**config.mk**
```make
export PLATFORM = sky130hd
export DESIGN_NAME = lpmc_mode_ctrl
export DESIGN_NICKNAME = d
export VERILOG_FILES = /design/src/rtl/lpmc_pkg.sv /design/src/rtl/lpmc_sync.sv /design/src/rtl/lpmc_axil_slave.sv /design/src/rtl/lpmc_mode_ctrl.sv
export SDC_FILE = /design/constraint.sdc
export NUM_CORES = 1
export LEC_CHECK = 0
export ABC_AREA = 1
export BUFFER_PORTS_ARGS = -buffer_cell sky130_fd_sc_hd__buf_2
export CAP_MARGIN = 10
export CORE_MARGIN = 1
export CORE_UTILIZATION = 31
export DETAILED_ROUTE_END_ITERATION = 10
export PLACE_DENSITY = 0.6
export SYNTH_ARGS = -nofsm -noshare
export SYNTH_HDL_FRONTEND = slang
export SYNTH_SLANG_ARGS = --single-unit
```
**constraint.sdc**
```tcl
create_clock -name SYS_CLK_IN -period 1.7 [get_ports SYS_CLK_IN]
set_input_delay 0.255 -clock SYS_CLK_IN [delete_from_list [all_inputs] [get_ports SYS_CLK_IN]]
set_output_delay 0.255 -clock SYS_CLK_IN [all_outputs]
set_load 0.01 [all_outputs]
```
**src/rtl/lpmc_pkg.sv**
```systemverilog
/*
  Constants, register map and mode encoding for the low-power mode controller.
  Assumes a single 100 MHz system clock and an AXI4-Lite register port.
*/
`default_nettype none
package lpmc_pkg;
  localparam int AXI_AW = 8;
  localparam int AXI_DW = 32;
  localparam logic [AXI_AW-1:0] CTRL_OFFSET   = 8'h00;
  localparam logic [AXI_AW-1:0] STATUS_OFFSET = 8'h04;
  localparam int CTRL_WSEL_POS = 0;
  localparam int CTRL_LOW_SPEED_ON_FLAG_POS = 1;
  localparam int STATUS_MODE_POS = 0;
  localparam int STATUS_OPT_POS  = 8;
  localparam logic CTRL_WSEL_RST = 1'b0;
  localparam logic CTRL_LOW_SPEED_ON_FLAG_RST = 1'b0;
  localparam logic [1:0] RESP_OKAY   = 2'h0;
  localparam logic [1:0] RESP_SLVERR = 2'h2;
  localparam int NUM_IRQ = 7;
  localparam int IRQ_EXTERNAL_IRQ_ZERO_IDX = 0;
  localparam int IRQ_TIMER_A_IDX = 2;
  localparam int SYNC_STAGES = 2;

  typedef enum logic [4:0] {
    MODE_ACTIVE    = 5'h01,
    MODE_STANDBY   = 5'h02,
    MODE_STOP      = 5'h04,
    MODE_WATCH     = 5'h08,
    MODE_SUBACTIVE = 5'h10
  } lpmc_mode_type;

  localparam int CTL_CPU_CLK   = 0;
  localparam int CTL_PER_CLK   = 1;
  localparam int CTL_CLK_FUNC  = 2;
  localparam int CTL_SYS_OSC   = 3;
  localparam int CTL_SUB_OSC   = 4;
  localparam int CTL_RAM_KEEP  = 5;
  localparam int CTL_REG_KEEP  = 6;
  localparam int CTL_REG_RST   = 7;
  localparam int CTL_PORT_MODE_REG_B_KEEP = 8;
  localparam int CTL_IO_KEEP   = 9;
  localparam int CTL_IO_RST    = 10;
  localparam int CTL_PIN_DRV   = 11;
  localparam int CTL_ADC       = 12;
  localparam int CTL_TIMER_BC  = 13;
  localparam int CTL_TIMER_A   = 14;
  localparam int CTL_SER_IRQ   = 15;
  localparam int CTL_W = 16;
  localparam logic [CTL_W-1:0] CTL_ACTIVE_RST = 16'hF81F;
endpackage : lpmc_pkg
`default_nettype wire

```
**src/rtl/lpmc_sync.sv**
```systemverilog
/*
  Two-stage synchroniser for pin inputs, one chain per bit.
  Assumes the inputs are asynchronous to the system clock.
*/
`timescale 1ns/1ps
`default_nettype none
module lpmc_sync
  import lpmc_pkg::*;
#(
  parameter int WIDTH = 1
)
(
  input  wire logic             clk_in,
  input  wire logic             rst_in,
  input  wire logic [WIDTH-1:0] async_in,
  output var  logic [WIDTH-1:0] sync_out
);
  for (genvar i = 0; i < WIDTH; i++)
  begin : g_bit
    logic [SYNC_STAGES-1:0] chain_q;
    always_ff @(posedge clk_in or posedge rst_in)
    begin
      if (rst_in)
        chain_q <= '0;
      else
        chain_q <= {chain_q[SYNC_STAGES-2:0], async_in[i]};
    end
    assign sync_out[i] = chain_q[SYNC_STAGES-1];
  end
endmodule : lpmc_sync
`default_nettype wire

```
**src/rtl/lpmc_axil_slave.sv**
```systemverilog
/*
  AXI4-Lite slave front end: accepts address and data in either order,
  issues one write strobe, and answers reads one cycle after acceptance.
  Assumes the parent decodes addresses combinationally.
*/
`timescale 1ns/1ps
`default_nettype none
module lpmc_axil_slave
  import lpmc_pkg::*;
(
  input  wire logic              clk_in,
  input  wire logic              rst_in,
  input  wire logic [AXI_AW-1:0] awaddr_in,
  input  wire logic              awvalid_in,
  output var  logic              awready_out,
  input  wire logic [AXI_DW-1:0] wdata_in,
  input  wire logic [3:0]        wstrb_in,
  input  wire logic              wvalid_in,
  output var  logic              wready_out,
  output var  logic [1:0]        bresp_out,
  output var  logic              bvalid_out,
  input  wire logic              bready_in,
  input  wire logic              arvalid_in,
  output var  logic              arready_out,
  output var  logic [AXI_DW-1:0] rdata_out,
  output var  logic [1:0]        rresp_out,
  output var  logic              rvalid_out,
  input  wire logic              rready_in,
  output var  logic              wr_en_out,
  output var  logic [AXI_AW-1:0] wr_addr_out,
  output var  logic [AXI_DW-1:0] wr_data_out,
  output var  logic [3:0]        wr_strb_out,
  input  wire logic              wr_ok_in,
  input  wire logic [AXI_DW-1:0] rd_data_in,
  input  wire logic              rd_ok_in
);
  logic              aw_full_q, aw_full_d, w_full_q, w_full_d;
  logic [AXI_AW-1:0] addr_q, addr_d;
  logic [AXI_DW-1:0] data_q, data_d, rdata_q, rdata_d;
  logic [3:0]        strb_q, strb_d;
  logic              bvalid_q, bvalid_d, rvalid_q, rvalid_d;
  logic [1:0]        bresp_q, bresp_d, rresp_q, rresp_d;

  assign awready_out = !aw_full_q && !bvalid_q;
  assign wready_out  = !w_full_q && !bvalid_q;
  assign arready_out = !rvalid_q;
  assign wr_en_out   = aw_full_q && w_full_q && !bvalid_q;
  assign wr_addr_out = addr_q;
  assign wr_data_out = data_q;
  assign wr_strb_out = strb_q;
  assign bvalid_out  = bvalid_q;
  assign bresp_out   = bresp_q;
  assign rvalid_out  = rvalid_q;
  assign rresp_out   = rresp_q;
  assign rdata_out   = rdata_q;

  always_comb
  begin
    aw_full_d = aw_full_q;
    w_full_d  = w_full_q;
    addr_d    = addr_q;
    data_d    = data_q;
    strb_d    = strb_q;
    bvalid_d  = bvalid_q && !bready_in;
    bresp_d   = bresp_q;
    rvalid_d  = rvalid_q && !rready_in;
    rresp_d   = rresp_q;
    rdata_d   = rdata_q;
    if (awvalid_in && awready_out)
    begin
      aw_full_d = 1'b1;
      addr_d    = awaddr_in;
    end
    if (wvalid_in && wready_out)
    begin
      w_full_d = 1'b1;
      data_d   = wdata_in;
      strb_d   = wstrb_in;
    end
    if (wr_en_out)
    begin
      aw_full_d = 1'b0;
      w_full_d  = 1'b0;
      bvalid_d  = 1'b1;
      bresp_d   = wr_ok_in ? RESP_OKAY : RESP_SLVERR;
    end
    if (arvalid_in && arready_out)
    begin
      rvalid_d = 1'b1;
      rdata_d  = rd_ok_in ? rd_data_in : '0;
      rresp_d  = rd_ok_in ? RESP_OKAY : RESP_SLVERR;
    end
  end

  always_ff @(posedge clk_in or posedge rst_in)
  begin
    if (rst_in)
    begin
      aw_full_q <= 1'b0;
      w_full_q  <= 1'b0;
      addr_q    <= '0;
      data_q    <= '0;
      strb_q    <= '0;
      bvalid_q  <= 1'b0;
      bresp_q   <= RESP_OKAY;
      rvalid_q  <= 1'b0;
      rresp_q   <= RESP_OKAY;
      rdata_q   <= '0;
    end
    else
    begin
      aw_full_q <= aw_full_d;
      w_full_q  <= w_full_d;
      addr_q    <= addr_d;
      data_q    <= data_d;
      strb_q    <= strb_d;
      bvalid_q  <= bvalid_d;
      bresp_q   <= bresp_d;
      rvalid_q  <= rvalid_d;
      rresp_q   <= rresp_d;
      rdata_q   <= rdata_d;
    end
  end
endmodule : lpmc_axil_slave
`default_nettype wire

```
**src/rtl/lpmc_mode_ctrl.sv**
```systemverilog
/*
  Low-power mode controller: sequences active, standby, stop, watch and
  optional subactive modes, and drives clock, retention and pin controls.
  Assumes instruction strobes, interrupt enable and unmasked interrupt
  requests come from the CPU core on the same clock; RST_IN is the device
  reset and is asynchronous.
*/
// Our own choices: register access over AXI4-Lite and the address map.
`timescale 1ns/1ps
`default_nettype none
module lpmc_mode_ctrl
  import lpmc_pkg::*;
#(
  parameter bit SUBACTIVE_OPTION = 1'b1
)
(
  input  wire logic               SYS_CLK_IN,
  input  wire logic               RST_IN,
  input  wire logic [AXI_AW-1:0]  S_AXI_AWADDR_IN,
  input  wire logic               S_AXI_AWVALID_IN,
  output var  logic               S_AXI_AWREADY_OUT,
  input  wire logic [AXI_DW-1:0]  S_AXI_WDATA_IN,
  input  wire logic [3:0]         S_AXI_WSTRB_IN,
  input  wire logic               S_AXI_WVALID_IN,
  output var  logic               S_AXI_WREADY_OUT,
  output var  logic [1:0]         S_AXI_BRESP_OUT,
  output var  logic               S_AXI_BVALID_OUT,
  input  wire logic               S_AXI_BREADY_IN,
  input  wire logic [AXI_AW-1:0]  S_AXI_ARADDR_IN,
  input  wire logic               S_AXI_ARVALID_IN,
  output var  logic               S_AXI_ARREADY_OUT,
  output var  logic [AXI_DW-1:0]  S_AXI_RDATA_OUT,
  output var  logic [1:0]         S_AXI_RRESP_OUT,
  output var  logic               S_AXI_RVALID_OUT,
  input  wire logic               S_AXI_RREADY_IN,
  input  wire logic               STANDBY_INSTRUCTION_IN,
  input  wire logic               STOP_INSTRUCTION_IN,
  input  wire logic               GLOBAL_IRQ_ENABLE_IN,
  input  wire logic [NUM_IRQ-1:0] IRQ_REQUEST_IN,
  input  wire logic               SERIAL_EXT_CLK_MODE_IN,
  input  wire logic               SERIAL_SCK_PIN_IN,
  output var  logic [4:0]         MODE_OUT,
  output var  logic               CPU_CLK_EN_OUT,
  output var  logic               PERIPHERAL_CLOCK_EN_OUT,
  output var  logic               CLK_FUNC_EN_OUT,
  output var  logic               SYS_OSC_EN_OUT,
  output var  logic               SUB_OSC_EN_OUT,
  output var  logic               RAM_RETAIN_OUT,
  output var  logic               REG_RETAIN_OUT,
  output var  logic               REG_RESET_OUT,
  output var  logic               PORT_MODE_REG_B_KEEP_OUT,
  output var  logic               IO_RETAIN_OUT,
  output var  logic               IO_RESET_OUT,
  output var  logic               PIN_DRIVE_EN_OUT,
  output var  logic               ADC_EN_OUT,
  output var  logic               TIMER_BC_EN_OUT,
  output var  logic               TIMER_A_EN_OUT,
  output var  logic               SERIAL_IRQ_EN_OUT,
  output var  logic               SERIAL_SHIFT_OUT,
  output var  logic               IRQ_SERVICE_EN_OUT,
  output var  logic               INSN_AS_NOP_OUT,
  output var  logic               RESUME_NEXT_OUT
);
  lpmc_mode_type     mode_q, mode_d;
  logic [CTL_W-1:0]  ctl_q, ctl_d;
  logic              wsel_q, wsel_d, low_speed_on_flag_q, low_speed_on_flag_d;
  logic              nop_q, nop_d, resume_q, resume_d;
  logic              svc_q, svc_d, shift_q, shift_d;
  logic              sck_prev_q, sck_sync;
  logic              wr_en, wr_ok, rd_ok;
  logic [AXI_AW-1:0] wr_addr;
  logic [AXI_DW-1:0] wr_data, rd_data;
  logic [3:0]        wr_strb;
  logic              insn, as_nop, irq_any, watch_wake;

  lpmc_axil_slave u_bus (
    .clk_in      (SYS_CLK_IN),
    .rst_in      (RST_IN),
    .awaddr_in   (S_AXI_AWADDR_IN),
    .awvalid_in  (S_AXI_AWVALID_IN),
    .awready_out (S_AXI_AWREADY_OUT),
    .wdata_in    (S_AXI_WDATA_IN),
    .wstrb_in    (S_AXI_WSTRB_IN),
    .wvalid_in   (S_AXI_WVALID_IN),
    .wready_out  (S_AXI_WREADY_OUT),
    .bresp_out   (S_AXI_BRESP_OUT),
    .bvalid_out  (S_AXI_BVALID_OUT),
    .bready_in   (S_AXI_BREADY_IN),
    .arvalid_in  (S_AXI_ARVALID_IN),
    .arready_out (S_AXI_ARREADY_OUT),
    .rdata_out   (S_AXI_RDATA_OUT),
    .rresp_out   (S_AXI_RRESP_OUT),
    .rvalid_out  (S_AXI_RVALID_OUT),
    .rready_in   (S_AXI_RREADY_IN),
    .wr_en_out   (wr_en),
    .wr_addr_out (wr_addr),
    .wr_data_out (wr_data),
    .wr_strb_out (wr_strb),
    .wr_ok_in    (wr_ok),
    .rd_data_in  (rd_data),
    .rd_ok_in    (rd_ok)
  );

  lpmc_sync #(.WIDTH(1)) u_sck_sync (
    .clk_in   (SYS_CLK_IN),
    .rst_in   (RST_IN),
    .async_in (SERIAL_SCK_PIN_IN),
    .sync_out (sck_sync)
  );

  // Status is read-only; writes to it are refused with an error response.
  assign wr_ok = (wr_addr == CTRL_OFFSET);
  assign rd_ok = (S_AXI_ARADDR_IN == CTRL_OFFSET) || (S_AXI_ARADDR_IN == STATUS_OFFSET);

  always_comb
  begin
    rd_data = '0;
    if (S_AXI_ARADDR_IN == CTRL_OFFSET)
    begin
      rd_data[CTRL_WSEL_POS] = wsel_q;
      rd_data[CTRL_LOW_SPEED_ON_FLAG_POS] = low_speed_on_flag_q;
    end
    else if (S_AXI_ARADDR_IN == STATUS_OFFSET)
    begin
      rd_data[STATUS_MODE_POS +: 5] = mode_q;
      rd_data[STATUS_OPT_POS]       = SUBACTIVE_OPTION;
    end
  end

  // Per-mode clock, retention and pin controls.
  function automatic logic [CTL_W-1:0] ctl_of(input lpmc_mode_type m);
    logic [CTL_W-1:0] c;
    c = '0;
    case (m)
      MODE_ACTIVE:    c = CTL_ACTIVE_RST;
      MODE_STANDBY:
      begin
        c = CTL_ACTIVE_RST;
        c[CTL_CPU_CLK]  = 1'b0;
        c[CTL_RAM_KEEP] = 1'b1;
        c[CTL_REG_KEEP] = 1'b1;
        c[CTL_IO_KEEP]  = 1'b1;
      end
      MODE_STOP:
      begin
        c[CTL_SUB_OSC]   = 1'b1;
        c[CTL_RAM_KEEP]  = 1'b1;
        c[CTL_REG_RST]   = 1'b1;
        c[CTL_PORT_MODE_REG_B_KEEP] = 1'b1;
        c[CTL_IO_RST]    = 1'b1;
      end
      MODE_WATCH:
      begin
        c[CTL_CLK_FUNC] = 1'b1;
        c[CTL_SUB_OSC]  = 1'b1;
        c[CTL_TIMER_A]  = 1'b1;
        c[CTL_RAM_KEEP] = 1'b1;
        c[CTL_REG_KEEP] = 1'b1;
        c[CTL_IO_KEEP]  = 1'b1;
        c[CTL_PIN_DRV]  = 1'b1;
      end
      MODE_SUBACTIVE:
      begin
        c = CTL_ACTIVE_RST;
        c[CTL_SYS_OSC] = 1'b0;
        c[CTL_ADC]     = 1'b0;
      end
      default:        c = CTL_ACTIVE_RST;
    endcase
    return c;
  endfunction : ctl_of

  assign insn       = STOP_INSTRUCTION_IN || STANDBY_INSTRUCTION_IN;
  assign irq_any    = |IRQ_REQUEST_IN;
  assign as_nop     = insn && !GLOBAL_IRQ_ENABLE_IN && irq_any;
  assign watch_wake = IRQ_REQUEST_IN[IRQ_EXTERNAL_IRQ_ZERO_IDX] || IRQ_REQUEST_IN[IRQ_TIMER_A_IDX];

  always_comb
  begin
    mode_d   = mode_q;
    resume_d = 1'b0;
    nop_d    = 1'b0;
    case (mode_q)
      MODE_ACTIVE:
      begin
        if (as_nop && (mode_q == MODE_ACTIVE))
          nop_d = 1'b1;
        else if (STOP_INSTRUCTION_IN)
          mode_d = wsel_q ? MODE_WATCH : MODE_STOP;
        else if (STANDBY_INSTRUCTION_IN)
          mode_d = MODE_STANDBY;
      end
      MODE_STANDBY:
      begin
        if (irq_any)
        begin
          mode_d   = MODE_ACTIVE;
          resume_d = 1'b1;
        end
      end
      MODE_STOP:      mode_d = MODE_STOP;
      MODE_WATCH:
      begin
        if (watch_wake)
          mode_d = (low_speed_on_flag_q && SUBACTIVE_OPTION) ? MODE_SUBACTIVE : MODE_ACTIVE;
      end
      MODE_SUBACTIVE:
      begin
        if (as_nop)
          nop_d = 1'b1;
        else if (insn)
          mode_d = MODE_WATCH;
      end
      default:        mode_d = MODE_ACTIVE;
    endcase
    ctl_d   = ctl_of(mode_d);
    svc_d   = GLOBAL_IRQ_ENABLE_IN && ((mode_d == MODE_ACTIVE) || (mode_d == MODE_SUBACTIVE));
    // Only the external shift clock moves data in watch; stop has no serial.
    shift_d = sck_sync && !sck_prev_q && SERIAL_EXT_CLK_MODE_IN && (mode_q != MODE_STOP);
    wsel_d  = wsel_q;
    low_speed_on_flag_d  = low_speed_on_flag_q;
    if (wr_en && wr_ok && wr_strb[0])
    begin
      wsel_d = wr_data[CTRL_WSEL_POS];
      low_speed_on_flag_d = wr_data[CTRL_LOW_SPEED_ON_FLAG_POS];
    end
  end

  always_ff @(posedge SYS_CLK_IN or posedge RST_IN)
  begin
    if (RST_IN)
    begin
      mode_q     <= MODE_ACTIVE;
      ctl_q      <= CTL_ACTIVE_RST;
      wsel_q     <= CTRL_WSEL_RST;
      low_speed_on_flag_q     <= CTRL_LOW_SPEED_ON_FLAG_RST;
      nop_q      <= 1'b0;
      resume_q   <= 1'b0;
      svc_q      <= 1'b0;
      shift_q    <= 1'b0;
      sck_prev_q <= 1'b0;
    end
    else
    begin
      mode_q     <= mode_d;
      ctl_q      <= ctl_d;
      wsel_q     <= wsel_d;
      low_speed_on_flag_q     <= low_speed_on_flag_d;
      nop_q      <= nop_d;
      resume_q   <= resume_d;
      svc_q      <= svc_d;
      shift_q    <= shift_d;
      sck_prev_q <= sck_sync;
    end
  end

  assign MODE_OUT                 = mode_q;
  assign CPU_CLK_EN_OUT           = ctl_q[CTL_CPU_CLK];
  assign PERIPHERAL_CLOCK_EN_OUT  = ctl_q[CTL_PER_CLK];
  assign CLK_FUNC_EN_OUT          = ctl_q[CTL_CLK_FUNC];
  assign SYS_OSC_EN_OUT           = ctl_q[CTL_SYS_OSC];
  assign SUB_OSC_EN_OUT           = ctl_q[CTL_SUB_OSC];
  assign RAM_RETAIN_OUT           = ctl_q[CTL_RAM_KEEP];
  assign REG_RETAIN_OUT           = ctl_q[CTL_REG_KEEP];
  assign REG_RESET_OUT            = ctl_q[CTL_REG_RST];
  assign PORT_MODE_REG_B_KEEP_OUT = ctl_q[CTL_PORT_MODE_REG_B_KEEP];
  assign IO_RETAIN_OUT            = ctl_q[CTL_IO_KEEP];
  assign IO_RESET_OUT             = ctl_q[CTL_IO_RST];
  assign PIN_DRIVE_EN_OUT         = ctl_q[CTL_PIN_DRV];
  assign ADC_EN_OUT               = ctl_q[CTL_ADC];
  assign TIMER_BC_EN_OUT          = ctl_q[CTL_TIMER_BC];
  assign TIMER_A_EN_OUT           = ctl_q[CTL_TIMER_A];
  assign SERIAL_IRQ_EN_OUT        = ctl_q[CTL_SER_IRQ];
  assign SERIAL_SHIFT_OUT         = shift_q;
  assign IRQ_SERVICE_EN_OUT       = svc_q;
  assign INSN_AS_NOP_OUT          = nop_q;
  assign RESUME_NEXT_OUT          = resume_q;
endmodule : lpmc_mode_ctrl
`default_nettype wire

```
==> results.md <==
| Group | Metric | This run |
|:---|:---|:---|
| outcome | Run status | completed |
| setup path | Most used cell along the critical path | sky130_fd_sc_hd__inv_1 |
| routing | Routed wire length | 4532 µm |
| synth | Cell area after technology mapping | 2295 µm² |
| timing | Final worst hold slack | 0.06245 ns |
| setup path | Required time of the critical path | 1.86 ns |
| placed design | Last weighted congestion value of the routability-driven placer | 0.8555 |
| synth | Number of synthesized register bits | 47 |
| placed design | Placed cell count | 401 |
| cts | Deepest clock path buffer count | 2 |
| timing | Final worst path period share | 88.16% |
| routing | Initial DRC count | 71 |
| pwr | Worst voltage drop across the vdd grid | 0.6417 mV |
| floorplan | Effective utilization at floorplan | 32.87% |
| cts | Total clock sinks | 47 |
| synth | Sequential-to-total area share from yosys stat | 51.69% |
| setup path | Buf+Inv Stages, Crit Path | 2 |
| cts | Cts bufs inserted | 5 |
| pwr | Leak | 0.001461 µW |
| timing | Final worst path period need | 1.499 ns |
| setup path | Crit path max-delay family | flip-flops |
| min path | Class of the most critical hold timing path | primary input to register |
| cells and area | Number of diodes added for antenna fixing | 0 |
| setup path | Delay of the slowest cell on the worst path | 0.54 ns |
| setup path | Startpoint of the worst setup timing path | MODE_OUT[1] |
| cells and area | Most common cell after layout, fill and taps aside | sky130_fd_sc_hd__buf_2 |
| placed design | Number of buffers added on ports | 74 |
| setup path | Cell with the largest stage delay on the worst path | sky130_fd_sc_hd__dfrtp_1 |
| timing | Max Transition Viols Final | 0 |
| setup path | Crit Reg-Reg Startpoint | MODE_OUT[1] |
| cells and area | Share of layout cells above drive strength 1 | 41.72% |
| cts | # Post-CTS Setup Buffers | 0 |
| floorplan | Row Count | 30 |
| synth | Leading register cell type out of synthesis | sky130_fd_sc_hd__dfrtp_1 |
| timing | Total negative setup slack | 0 ns |
| routing | Count of antenna-violating nets left after detailed routing | 0 |
| cells and area | Number of standard cells in the layout, taps in and fillers out | 410 |
| timing | Unrepaired setup endpoints after global routing | no |
| routing | DRC violation count after routing | 0 |
| timing | Hold Violations, Final | 0 |
| setup path | Worst Setup End Kind | register |
| floorplan | Core area | 6982 µm² |
| setup path | Arrival time reported for the critical path endpoint | 1.66 ns |
| timing | Minimum setup slack in the final design | 0.2012 ns |
| grt | Number of global-route vias before repair | 1,597 |
| timing | Fmax | 667.2 MHz |
| cells and area | Area taken by flip-flops and latches | 1186 µm² |
| synth | Number of different library cells in the post-synthesis netlist | 30 |
| synth | Post-synthesis cell count | 235 |
| cells and area | Fillers | 736 |
| grt | Initial antenna violation count | 0 |
| timing | Final number of setup-violating endpoints | 0 |
| setup path | Critical Setup Path Class | register to register |
| routing | Count of vias placed by the detailed router | 1,682 |
| timing | Worst Skew | 0.01058 ns |
| routing | Router iterations before antenna repair | 4 |
| cts | Source-to-sink clock delay at the later pin of the worst-skew pair | 0.30 ns |
| cells and area | Net count, final | 384 |
| cts | CTS tree | built |
| synth | Average footprint of a synthesized cell | 9.765 µm² |
| pwr | PD cells | 1370 nW/µm² |
| placed design | Estimated wirelength of the detail-placed design | 3571 µm |
| cts | Cts hold-fix bufs | 1 |
| grt | Total global routing track utilization | 12.83% |
| synth | Async set-or-reset flop fraction in the synthesized netlist | 100.0% |
| cts | Clock Root Buffer | sky130_fd_sc_hd__clkbuf_8 |
| synth | Yosys synthesis warning count | 0 |
| grt | First-pass GRT wire length | 7403 µm |
| min path | Worst hold path startpoint | SERIAL_SCK_PIN_IN |
| routing | Wire length per cell after detailed routing | 11.05 µm |
| cells and area | Most frequent cells in the layout | sky130_fd_sc_hd__buf_2 (74), sky130_fd_sc_hd__dfrtp_1 (39), sky130_fd_sc_hd__nand2_1 (33), sky130_fd_sc_hd__conb_1 (29), sky130_fd_sc_hd__nor2_1 (26) |
| cts | CTS HTree Levels | 2 |
| grt | Remaining global-route overflow | 0 |
| placed design | Pre-CTS setup slack | 0.2128 ns |
| floorplan | Floorplan die width | 88.04 µm |
| cells and area | Area of the multi-input gates | 860.8 µm² |
| synth | Number of enable flip-flop cells after synthesis | 0 |
| setup path | CP max FO | 6 |
| setup path | CP Cell Sequence | inv_1 > nand2_2 > nor2_4 > inv_1 > nor2_1 > a21oi_1 > nand4_1 |
| cells and area | Area added between synthesis and finish | 20.61% |
| cts | Post-cts resize count | 0 |
| floorplan | Area of the die | 7750 µm² |
| floorplan | Die outline height | 88.04 µm |
| floorplan | Num ports | 137 |
| grt | Largest net degree at the start of global routing | 19 |
| cts | Clock slew at reported path FFs | 0.09 ns |
| setup path | Worst setup SP type | register |
| routing | Avg Vias per Cell | 4.102 |
| job | Max-cap violations | 0 |
==> worst paths after layout <==
check | endpoint | slack (ns) | cells past startpoint
setup / recovery | ctl_q[9] | 0.20 | 7
hold / removal | u_sck_sync.g_bit[0].chain_q[0] | 0.06 | 1
setup reg to reg | ctl_q[9] | 0.20 | 7
hold reg to reg | u_sck_sync.g_bit[0].chain_q[1] | 0.36 | 0
max in group asynchronous | u_bus.rresp_out[1] | 0.66 | 4
min in group asynchronous | MODE_OUT[2] | 0.46 | 3
==> through the flow <==
step	instance area, µm²	util, %	total power (µW)
after floorplan	2396	-	2723
after global placement	2654	38.01	3058
after detailed placement	2654	38.01	3093
after CTS	2768	39.64	3854
after global routing	2768	39.64	4111
final	2768	39.64	3792
==> registers in the layout, summed over array words and instances, names as in the netlist, 2 cells and up <==
register and count:
MODE_OUT 5, u_bus.wr_data_out 2, u_sck_sync.g_bit.chain_q 2, ctl_q 10, u_bus.rdata_out 6, u_bus.wr_addr_out 8
==> area by class of cell <==
cell class	instances	area share, %
clock inverter	1	0.2712
timing repair buffer	78	14.56
sequential	47	42.86
multi-input combinational	156	31.10
tap	96	4.340
clock buffer	7	3.481
inverter	25	3.391
==> worst reg2reg max path, cell delays in order, from the launching register on <==
cell,delay [ns]
sky130_fd_sc_hd__dfrtp_1,0.54
sky130_fd_sc_hd__inv_1,0.09
sky130_fd_sc_hd__nand2_2,0.08
sky130_fd_sc_hd__nor2_4,0.06
sky130_fd_sc_hd__inv_1,0.06
sky130_fd_sc_hd__nor2_1,0.04
sky130_fd_sc_hd__a21oi_1,0.33
sky130_fd_sc_hd__nand4_1,0.15
==> where the power goes <==
group,internal [µW],switching (µW)
Clock,370,380
Combinational,554,767
Sequential,1520,200
==> synth_stat cells, types with 2 or more instances <==
master / count / area share [%]
sky130_fd_sc_hd__conb_1: 2 / 0.33
sky130_fd_sc_hd__nand3_1: 7 / 1.5
sky130_fd_sc_hd__dfstp_2: 8 / 9.2
sky130_fd_sc_hd__o21ai_0: 11 / 2.4
sky130_fd_sc_hd__inv_2: 4 / 0.65
sky130_fd_sc_hd__buf_4: 34 / 11
sky130_fd_sc_hd__nand2_1: 33 / 5.4
sky130_fd_sc_hd__a21oi_1: 4 / 0.87
sky130_fd_sc_hd__inv_1: 21 / 3.4
sky130_fd_sc_hd__nor2_1: 26 / 4.3
sky130_fd_sc_hd__nand2_2: 7 / 1.9
sky130_fd_sc_hd__dfrtp_1: 39 / 43
sky130_fd_sc_hd__nand4_1: 5 / 1.4
sky130_fd_sc_hd__nor2_2: 4 / 1.1
sky130_fd_sc_hd__mux2_2: 11 / 5.4
sky130_fd_sc_hd__nor2_4: 5 / 2.5
==> layer usage <==
metal  vias up  global-route usage [%]  part of all wire (%)
met5         -                       0                     0
met4         0                   4.399                   1.3
met3         7                   4.336                   8.5
met2        76                   20.58                    45
met1       762                   16.24                    45
li1        837                       -                     -
==> cell families (layout without fill, tap and decap cells) <==
logic type,count (synthesis),in the layout,synth area share (%)
AND/OR/NAND/NOR,98,98,22.68
buffers and inverters,59,111,15.21
flip-flops,47,47,51.69
AO/OA/AOI/OAI,18,18,4.690
multiplexers,11,11,5.398
other,2,29,0.3273
Power figures use the tool's default switching activity.
